--- config.mk ---
export PLATFORM = sky130hd
export DESIGN_NAME = pcc_cfg_front
export DESIGN_NICKNAME = d
export VERILOG_FILES = /design/src/hw/pcc_pkg.sv /design/src/hw/pcc_parity_chk.sv /design/src/hw/pcc_cfg_front.sv
export VERILOG_INCLUDE_DIRS = /design/src /design/src/hw
export SDC_FILE = /design/constraint.sdc
export NUM_CORES = 1
export LEC_CHECK = 0
export BUFFER_PORTS_ARGS = -buffer_cell sky130_fd_sc_hd__buf_2
export CORE_UTILIZATION = 39
export CTS_BUF_LIST = sky130_fd_sc_hd__clkbuf_2
export CTS_CLUSTER_DIAMETER = 200
export DETAILED_ROUTE_END_ITERATION = 7
export HOLD_SLACK_MARGIN = 0.03
export PLACE_DENSITY = 0.79
export SETUP_SLACK_MARGIN = 0.05
export SYNTH_ARGS = -nofsm -noshare
export SYNTH_HDL_FRONTEND = slang
export SYNTH_HIERARCHICAL = 1
export SYNTH_SLANG_ARGS = --single-unit
--- constraint.sdc ---
create_clock -name clk_i -period 1.1 [get_ports clk_i]
set_input_delay 0.22 -clock clk_i [delete_from_list [all_inputs] [get_ports clk_i]]
set_output_delay 0.22 -clock clk_i [all_outputs]
set_load 0.02 [all_outputs]
--- src/hw/pcc_regs.svh ---
// Constants of the configuration header front: offsets, bit positions,
// fixed field values. Included by the header front by bare name.
`ifndef PCC_REGS_SVH
`define PCC_REGS_SVH

// ----------------------------------------------------------------
// Configuration space offsets, as printed (byte addresses)
// ----------------------------------------------------------------
`define PCC_OFS_DEVICE_IDENTIFIER 8'h02
`define PCC_OFS_COMMAND 8'h04
`define PCC_OFS_STATUS 8'h06
`define PCC_OFS_REVISION 8'h08

// ----------------------------------------------------------------
// Command register bit positions
// ----------------------------------------------------------------
`define PCC_CMD_IO 0
`define PCC_CMD_MEM 1
`define PCC_CMD_BM 2
`define PCC_CMD_PRE 6
`define PCC_CMD_SEE 8
`define PCC_CMD_RW_MASK 16'h0147

// ----------------------------------------------------------------
// Status register bit positions and fixed fields
// ----------------------------------------------------------------
`define PCC_STS_DPE 15
`define PCC_STS_SSE 14
`define PCC_STS_RMA 13
`define PCC_STS_RTA 12
`define PCC_STS_STA 11
`define PCC_STS_DEVSEL_HI 10
`define PCC_STS_DEVSEL_LO 9
`define PCC_STS_MDPE 8
`define PCC_STS_FBC 7
`define PCC_STS_CAP 4
`define PCC_DEVSEL_MEDIUM 2'h1
`define PCC_STS_FIXED 16'h0290
`define PCC_STS_W1C_MASK 16'hF100

// ----------------------------------------------------------------
// Word layout: the upper half of a dword starts at this bit
// ----------------------------------------------------------------
`define PCC_HALF_LANE 16
`define PCC_ZERO_WORD 32'h0000_0000
`define PCC_ZERO_HALF 16'h0000

`endif

--- src/hw/pcc_pkg.sv ---
// Types shared by the configuration header front and its parity checker.
// Assumes the constants header supplies every number.
package pcc_pkg;

  // ----------------------------------------------------------------
  // Kind of bus phase being parity checked
  // ----------------------------------------------------------------
  typedef enum logic [1:0] {
    PCC_CHK_NONE,
    PCC_CHK_ADDR,
    PCC_CHK_TWR,
    PCC_CHK_MRD
  } pcc_chk_t;

  // ----------------------------------------------------------------
  // Target claim sequencer
  // ----------------------------------------------------------------
  typedef enum logic [1:0] {
    PCC_TGT_IDLE,
    PCC_TGT_DECODE,
    PCC_TGT_CLAIM
  } pcc_tgt_t;

  // Parity checker state
  typedef struct packed {
    pcc_chk_t kind_p;
    logic odd_p;
    logic err;
    pcc_chk_t err_kind;
  } pcc_par_t;

  // Header front state
  typedef struct packed {
    pcc_tgt_t tgt;
    logic frame_q;
    logic io_en;
    logic mem_en;
    logic bm_en;
    logic pre;
    logic see;
    logic f_dpe;
    logic f_sse;
    logic f_rma;
    logic f_rta;
    logic f_mdpe;
    logic [31:0] rdata;
    logic rvalid;
    logic devsel_n;
    logic devsel_oe;
    logic perr_n;
    logic perr_oe;
    logic serr_n;
    logic serr_oe;
    logic rom_en;
    logic bus_req;
  } pcc_state_t;

endpackage

--- src/hw/pcc_parity_chk.sv ---
// Even parity checker over AD, C/BE and PAR.
// Assumes PAR arrives one clock after the AD and C/BE it covers.
`timescale 1ns/1ps
module pcc_parity_chk (
  // Clock and reset
  input wire logic clk_i,
  input wire logic nrst_i,
  // Bus sampling
  input wire logic [31:0] ad_i,
  input wire logic [3:0] cbe_i,
  input wire logic par_i,
  input wire pcc_pkg::pcc_chk_t kind_i,
  // Result, one cycle pulse
  output logic err_o,
  output pcc_pkg::pcc_chk_t err_kind_o
);
  import pcc_pkg::*;

  pcc_par_t q;
  pcc_par_t d;

  // ----------------------------------------------------------------
  // Next state
  // ----------------------------------------------------------------
  // Parity of the phase is held one clock to meet its PAR
  always_comb begin
    d = q;
    d.odd_p = ^{ad_i, cbe_i};
    d.kind_p = kind_i;
    d.err = (q.kind_p != PCC_CHK_NONE) && (q.odd_p != par_i);
    d.err_kind = q.kind_p;
  end

  // State register
  always_ff @(posedge clk_i or negedge nrst_i) begin
    if (!nrst_i) begin
      q <= '{kind_p: PCC_CHK_NONE, err_kind: PCC_CHK_NONE, default: '0};
    end else begin
      q <= d;
    end
  end

  assign err_o = q.err;
  assign err_kind_o = q.err_kind;
endmodule

--- src/hw/pcc_cfg_front.sv ---
// Configuration header front: device identifier, command, status and
// revision identifier, with target claim and parity error reporting.
// Assumes all inputs synchronous to clk_i, and outside decoders that
// flag base-address hits during the address phase.
//
// Contract
// - Unused command enables read zero, writes ignored
// - SERR and its flag need both enables
// - Parity response enable gates PERR pin
// - Master only while bus master enable set
// - Memory and ROM accesses need memory enable
// - I/O accesses ignored while I/O enable clear
// - Hardware reset clears command and flags
// - Detected parity flag ignores response enable
// - Check parity: address, target writes, master reads
// - Target PERR during master write sets flag
// - Flags clear by writing one only
// - Master abort sets received master abort
// - Target abort sets received target abort
// - Signaled target abort reads zero always
// - Medium decode, DEVSEL two clocks after FRAME
// - Master data parity flag needs response enable
// - Fast back-to-back capable reads one
// - Capability list bit reads one
// - Reserved command and status bits read zero
// - Read-only identifiers at offsets 02h, 08h
`timescale 1ns/1ps
`include "pcc_regs.svh"
module pcc_cfg_front #(
  parameter logic [15:0] DEVICE_IDENTIFIER = 16'hC0DE, // Arbitrary value
  parameter logic [3:0] REV_FIXED = 4'h5, // Arbitrary value
  parameter logic [3:0] REV_SILICON = 4'h0 // Arbitrary value
) (
  // Clock and reset
  input wire logic clk_i,
  input wire logic nrst_i,
  // Configuration access
  input wire logic cfg_rd_i,
  input wire logic cfg_wr_i,
  input wire logic [7:0] cfg_addr_i,
  input wire logic [3:0] cfg_be_i,
  input wire logic [31:0] cfg_wdata_i,
  output logic [31:0] cfg_rdata_o,
  output logic cfg_rvalid_o,
  // Bus sampling
  input wire logic frame_n_i,
  input wire logic [31:0] ad_i,
  input wire logic [3:0] cbe_i,
  input wire logic par_i,
  input wire logic perr_n_i,
  // Decode and transfer qualifiers
  input wire logic io_hit_i,
  input wire logic mem_hit_i,
  input wire logic rom_hit_i,
  input wire logic expansion_rom_enable_i,
  input wire logic tgt_done_i,
  input wire logic tgt_wr_xfer_i,
  input wire logic mst_rd_xfer_i,
  input wire logic mst_wr_xfer_i,
  input wire logic mst_master_abort_i,
  input wire logic mst_target_abort_i,
  input wire logic mst_req_i,
  // Pin drivers
  output logic devsel_n_o,
  output logic devsel_oe_o,
  output logic perr_n_o,
  output logic perr_oe_o,
  output logic serr_n_o,
  output logic serr_oe_o,
  // Enables to the rest of the controller
  output logic io_space_enable_o,
  output logic memory_space_enable_o,
  output logic bus_master_enable_o,
  output logic parity_response_enable_o,
  output logic system_error_enable_o,
  output logic rom_decode_enable_o,
  output logic bus_req_o
);
  import pcc_pkg::*;

  localparam pcc_state_t ST_RST = '{tgt: PCC_TGT_IDLE, frame_q: 1'b1,
    devsel_n: 1'b1, perr_n: 1'b1, serr_n: 1'b1, default: '0};

  pcc_state_t q;
  pcc_state_t d;
  pcc_chk_t chk_kind;
  pcc_chk_t par_kind;
  logic par_err;
  logic addr_phase;
  logic any_hit;
  logic wr_word;
  logic sts_clr;
  logic mst_wr_perr;
  logic addr_perr;
  logic data_perr;
  logic dpe_set;
  logic sse_set;
  logic mdpe_set;

  // ----------------------------------------------------------------
  // Helpers
  // ----------------------------------------------------------------
  // Dword index of a configuration byte address
  function automatic logic [5:0] word_idx(input logic [7:0] a);
    word_idx = a[7:2];
  endfunction

  // Hardware set beats a same-cycle clear, so no event is lost
  function automatic logic w1c(input logic cur, input logic set,
                               input logic clr);
    w1c = set || (cur && !clr);
  endfunction

  // Read image of one dword; unmapped words and fields outside this
  // block read as zero
  function automatic logic [31:0] read_word(input logic [7:0] a,
                                            input pcc_state_t s);
    logic [15:0] cmd;
    logic [15:0] sts;
    logic [31:0] w;
    cmd = `PCC_ZERO_HALF;
    cmd[`PCC_CMD_IO] = s.io_en;
    cmd[`PCC_CMD_MEM] = s.mem_en;
    cmd[`PCC_CMD_BM] = s.bm_en;
    cmd[`PCC_CMD_PRE] = s.pre;
    cmd[`PCC_CMD_SEE] = s.see;
    sts = `PCC_STS_FIXED;
    sts[`PCC_STS_DPE] = s.f_dpe;
    sts[`PCC_STS_SSE] = s.f_sse;
    sts[`PCC_STS_RMA] = s.f_rma;
    sts[`PCC_STS_RTA] = s.f_rta;
    sts[`PCC_STS_MDPE] = s.f_mdpe;
    w = `PCC_ZERO_WORD;
    if (word_idx(a) == word_idx(`PCC_OFS_DEVICE_IDENTIFIER)) begin
      w = {DEVICE_IDENTIFIER, `PCC_ZERO_HALF};
    end else if (word_idx(a) == word_idx(`PCC_OFS_COMMAND)) begin
      w = {sts, cmd};
    end else if (word_idx(a) == word_idx(`PCC_OFS_REVISION)) begin
      w[7:0] = {REV_FIXED, REV_SILICON};
    end
    read_word = w;
  endfunction

  // ----------------------------------------------------------------
  // Parity checking
  // ----------------------------------------------------------------
  // Address phases are checked whether or not they hit this device
  always_comb begin
    if (addr_phase) begin
      chk_kind = PCC_CHK_ADDR;
    end else if (tgt_wr_xfer_i) begin
      chk_kind = PCC_CHK_TWR;
    end else if (mst_rd_xfer_i) begin
      chk_kind = PCC_CHK_MRD;
    end else begin
      chk_kind = PCC_CHK_NONE;
    end
  end

  pcc_parity_chk u_par (
    .clk_i(clk_i),
    .nrst_i(nrst_i),
    .ad_i(ad_i),
    .cbe_i(cbe_i),
    .par_i(par_i),
    .kind_i(chk_kind),
    .err_o(par_err),
    .err_kind_o(par_kind)
  );

  // ----------------------------------------------------------------
  // Event and decode terms
  // ----------------------------------------------------------------
  assign addr_phase = q.frame_q && !frame_n_i;
  assign any_hit = (io_hit_i && q.io_en)
    || (mem_hit_i && q.mem_en)
    || (rom_hit_i && expansion_rom_enable_i && q.mem_en);
  assign mst_wr_perr = mst_wr_xfer_i && !perr_n_i;
  assign addr_perr = par_err && (par_kind == PCC_CHK_ADDR);
  assign data_perr = par_err && (par_kind != PCC_CHK_ADDR);
  assign dpe_set = par_err || mst_wr_perr;
  assign sse_set = addr_perr && q.see && q.pre;
  assign mdpe_set = q.pre && (mst_wr_perr ||
    (par_err && (par_kind == PCC_CHK_MRD)));
  assign wr_word = cfg_wr_i
    && (word_idx(cfg_addr_i) == word_idx(`PCC_OFS_COMMAND));
  assign sts_clr = wr_word && cfg_be_i[3];

  // ----------------------------------------------------------------
  // Next state
  // ----------------------------------------------------------------
  always_comb begin
    d = q;
    d.frame_q = frame_n_i;
    // Command: only the implemented enables take write data; a zero
    // write to byte lanes 0 and 1 drops every enable at once
    if (wr_word && cfg_be_i[0]) begin
      d.io_en = cfg_wdata_i[`PCC_CMD_IO];
      d.mem_en = cfg_wdata_i[`PCC_CMD_MEM];
      d.bm_en = cfg_wdata_i[`PCC_CMD_BM];
      d.pre = cfg_wdata_i[`PCC_CMD_PRE];
    end
    if (wr_word && cfg_be_i[1]) begin
      d.see = cfg_wdata_i[`PCC_CMD_SEE];
    end
    // Status flags: write one clears, write zero keeps
    d.f_dpe = w1c(q.f_dpe, dpe_set, sts_clr &&
      cfg_wdata_i[`PCC_HALF_LANE + `PCC_STS_DPE]);
    d.f_sse = w1c(q.f_sse, sse_set, sts_clr &&
      cfg_wdata_i[`PCC_HALF_LANE + `PCC_STS_SSE]);
    d.f_rma = w1c(q.f_rma, mst_master_abort_i, sts_clr &&
      cfg_wdata_i[`PCC_HALF_LANE + `PCC_STS_RMA]);
    d.f_rta = w1c(q.f_rta, mst_target_abort_i, sts_clr &&
      cfg_wdata_i[`PCC_HALF_LANE + `PCC_STS_RTA]);
    d.f_mdpe = w1c(q.f_mdpe, mdpe_set, sts_clr &&
      cfg_wdata_i[`PCC_HALF_LANE + `PCC_STS_MDPE]);
    // Read port answers one clock after the request
    d.rvalid = cfg_rd_i;
    d.rdata = cfg_rd_i ? read_word(cfg_addr_i, q) : `PCC_ZERO_WORD;
    // Target claim: decode clock, then DEVSEL; a new address is taken
    // only when idle, so fast back-to-back to us after another target
    // works
    case (q.tgt)
      PCC_TGT_IDLE: begin
        if (addr_phase && any_hit) begin
          d.tgt = PCC_TGT_DECODE;
        end
      end
      PCC_TGT_DECODE: begin
        d.tgt = PCC_TGT_CLAIM;
      end
      PCC_TGT_CLAIM: begin
        if (tgt_done_i) begin
          d.tgt = PCC_TGT_IDLE;
        end
      end
      default: begin
        d.tgt = PCC_TGT_IDLE;
      end
    endcase
    // DEVSEL is driven high for one clock before it is released
    d.devsel_n = (d.tgt != PCC_TGT_CLAIM);
    d.devsel_oe = (d.tgt == PCC_TGT_CLAIM) || (q.tgt == PCC_TGT_CLAIM);
    // PERR low for one clock per error, then one clock driven high
    d.perr_n = !(data_perr && q.pre);
    d.perr_oe = (data_perr && q.pre) || !q.perr_n;
    // SERR is open drain: enable only while pulling low
    d.serr_n = !sse_set;
    d.serr_oe = sse_set;
    // Enables to the rest of the controller
    d.rom_en = expansion_rom_enable_i && d.mem_en;
    d.bus_req = mst_req_i && q.bm_en;
  end

  // State register; only the hardware reset clears it
  always_ff @(posedge clk_i or negedge nrst_i) begin
    if (!nrst_i) begin
      q <= ST_RST;
    end else begin
      q <= d;
    end
  end

  // ----------------------------------------------------------------
  // Outputs, all straight from the state register
  // ----------------------------------------------------------------
  assign cfg_rdata_o = q.rdata;
  assign cfg_rvalid_o = q.rvalid;
  assign devsel_n_o = q.devsel_n;
  assign devsel_oe_o = q.devsel_oe;
  assign perr_n_o = q.perr_n;
  assign perr_oe_o = q.perr_oe;
  assign serr_n_o = q.serr_n;
  assign serr_oe_o = q.serr_oe;
  assign io_space_enable_o = q.io_en;
  assign memory_space_enable_o = q.mem_en;
  assign bus_master_enable_o = q.bm_en;
  assign parity_response_enable_o = q.pre;
  assign system_error_enable_o = q.see;
  assign rom_decode_enable_o = q.rom_en;
  assign bus_req_o = q.bus_req;
endmodule

==> results by group <==
Finish
  • Most common cell after layout, fill and taps aside: buf_2
  • Fillers: 430
  • Most frequent cells in the layout: buf_2 (72), dfrtp_1 (35), buf_6 (32), xnor2_1 (27), buf_4 (18)
  • Antenna Cells: 0
  • Syn-to-layout area delta: 52.19%
  • Final Util: 62.67%
  • NumNets Final: 418
  • Share of cells above drive strength 1: 51.26%
  • Design area: 0.003262 mm²

Yosys
  • Top post-synthesis cells by area: dfrtp_1 (44%), xnor2_1 (12%), buf_4 (12%)
  • Post-Syn Area per Cell: roughly 11 µm²
  • YS warnings: 6
  • Yosys cell types: 36
  • Flops & latches, synth: 42
  • Mapped Area: 0.002143 mm²
  • Area share of the largest cell type after synthesis: 44.37%
  • Area leader, netlist: dfrtp_1
  • Register area share after synthesis: 49.27%
  • Synth Instances: 192

Setup path
  • CP Cell Sequence: buf_6
  • Max FO, Critical Path: 1
  • Buf/Inv on CP: 1
  • Worst setup path class: flop to output port
  • Max incr delay on CP: 570 ps
  • CP max-delay cell: dfstp_2
  • Crit start category: flop
  • WP data arrival: 1080 ps
  • Crit. End Element: output port
  • Critical path required time: 880 ps
  • Top delay family on crit path: flip-flops

Outcome
  • Status: finished with violations
  • Failing checks: negative setup slack

Place
  • PortBufs: 104
  • Cell Area, Placed: around 0.0027 mm²
  • Placed wire-length estimate: 3255 µm
  • Placer congestion estimate: 0.7627

Timing
  • Setup TNS Final: -3001 ps
  • Fin crit share: 118.5%
  • Tmin final: 1303 ps
  • Setup violators final: 34
  • Max Slew Vio Count: 0
  • Final WS setup: -203.1 ps
  • RSZ-0062 raised after global routing: true
  • Highest clock rate: 0.7674 GHz
  • Setup Skew: 16.46 ps
  • Final hold violations: 0

Die
  • Core region area: ~0.0052 mm²
  • Die X: 76.13 µm
  • Die Y-Extent: 76.13 µm
  • Num ports: 144
  • Total die area: between 0.005 and 0.006 mm²
  • Initial Utilization: 41.18%
  • Rows: 26

Global route
  • Largest net degree at the start of global routing: 18
  • GRT Resource Usage Total: 17.17%
  • Overflow after GRT: 0
  • Initial antenna violation count: 0
  • Vias in the first global route: between 1500 and 2000
  • First-pass GRT wire length: 7734 µm

Clocking
  • CTS sink cnt: 42
  • H-tree depth: 2
  • Clock transition at path regs: 210 ps
  • Clock buffer count from CTS: 5
  • CTS tree: yes
  • Clk_lat worst skew: 400 ps
  • Max clock buf depth: 2
  • CTS root buf: clkbuf_2

Flow run
  • MaxCap Viol Count: 0

Drt
  • Routed WL: 4765 µm
  • Routed Antenna Nets: 0
  • 1st-iter DRT viols: 56
  • WL/cell: between 10 and 15 µm
  • Detail-routed via count per cell: 4.436
  • Post-route DRC: 0
  • Vias: 1721
  • Pre-Repair DR Iteration Count: 4

Power and ir drop
  • Max VDD drop: between 0.0006 and 0.0007 V
  • Cell Pwr Density: 1121 mW/mm²
  • Leakage power: around 1.7 nW

Min path
  • Worst Hold Class: primary input to flop
Yosys cell counts:
library cell / count
dfrtp_1: 38
buf_4: 34
xnor2_1: 30
inv_1: 11
and2_1: 9
nor2_1: 9
a21oi_1: 5
dfstp_2: 4
mux2_2: 4
nand2_1: 4
nand4_1: 4
nor2b_1: 4
xor2_1: 4
a31oi_1: 3
ha_1: 3
o21ai_0: 3
a21o_1: 2
and3_1: 2
nand3b_1: 2
a21boi_1: 1
a221oi_1: 1
a22o_1: 1
a31o_2: 1
and4_1: 1
clkbuf_1: 1
conb_1: 1
nand2b_1: 1
nand4b_1: 1
nand4bb_1: 1
nor3_1: 1
nor4_1: 1
nor4_4: 1
o41ai_1: 1
or3_1: 1
or4_1: 1
xnor3_1: 1
cell type report:
class	instances	area, µm²	area share, %
Sequential cell	42	1060	32.49
Timing Repair Buffer	140	1056	32.37
Multi-Input combinational cell	117	952.2	29.19
Tap cell	70	87.58	2.685
Inverter	11	41.29	1.266
Clock inverter	3	40.04	1.227
Clock buffer	5	25.02	0.7672
final timing paths:
check	start	end	slack, ps	depth (start not counted)
worst min register to register	u_par/d[1]	u_par/err_kind_o[1]	410	0
worst max register to register	q[52]	devsel_n_o	-60	4
worst max-delay path	devsel_n_o	devsel_n_o	-200	1
max in group asynchronous	nrst_i	serr_n_o	400	3
min in group asynchronous	nrst_i	bus_req_o	210	2
worst min-delay path	par_i	u_par/err_o	50	3
repair_timing:
item	4_1_cts	5_1_grt
buffers inserted	5	3
gates resized for setup	69	13
pin swaps	3	3
hold buffers	16	0
hold endpoints to repair	51	0
setup endpoints to repair	35	44
metal layers:
metal | part of all wire, % | track usage [%] | vias up
met4 | 1.6 | 7.115 | 0
met5 | 0 | 0 | -
met2 | 57 | 32.27 | 79
li1 | - | - | 827
met1 | 35 | 17.89 | 805
met3 | 6.5 | 4.671 | 10
power breakdown:
| group | switching (mW) | internal (mW) | leakage, nW |
|---|---|---|---|
| logic | 0.446 | 0.601 | 1.09 |
| registers | 0.0787 | 1.66 | 0.527 |
| clock network | 0.490 | 0.377 | 0.0427 |
| total | 1.02 | 2.64 | 1.66 |
through the flow:
stage	cells	power [mW]	hold slack (ps)	worst slack [ps]
global route	388	3.850	39.12	-261.9
finish	388	3.657	51.22	-203.1
detailed placement	356	2.650	136.4	-419.5
global placement	356	2.625	134.1	-351.5
CTS	385	3.642	36.60	-229.5
floorplan	205	2.373	-75.59	-211.1
cells by family (layout without fill, tap and decap cells):
logic type      after synthesis  count (layout)  share of synthesized area [%]
other cells                   1              14                         0.1750
xor+xnor                     35              35                          14.94
flops                        42              42                          49.27
simple gates                 43              43                          12.32
mux                           4               4                          2.101
compound gates               18              18                          5.429
buf+inv                      46             159                          14.01
fa+ha+maj                     3               3                          1.752
flip-flops by register name, indices dropped and copies added, names as in the netlist:
name,count
q,8
rom_decode_enable_o,1
memory_space_enable_o,1
bus_req_o,1
u_par/q,1
io_space_enable_o,1
u_par/err_o,1
u_par/d,2
devsel_oe_o,1
bus_master_enable_o,1
cfg_rdata_o,14
perr_n_o,1
serr_n_o,1
perr_oe_o,1
cfg_rvalid_o,1
system_error_enable_o,1
serr_oe_o,1
parity_response_enable_o,1
devsel_n_o,1
u_par/err_kind_o,2
Power figures use the tool's default switching activity.
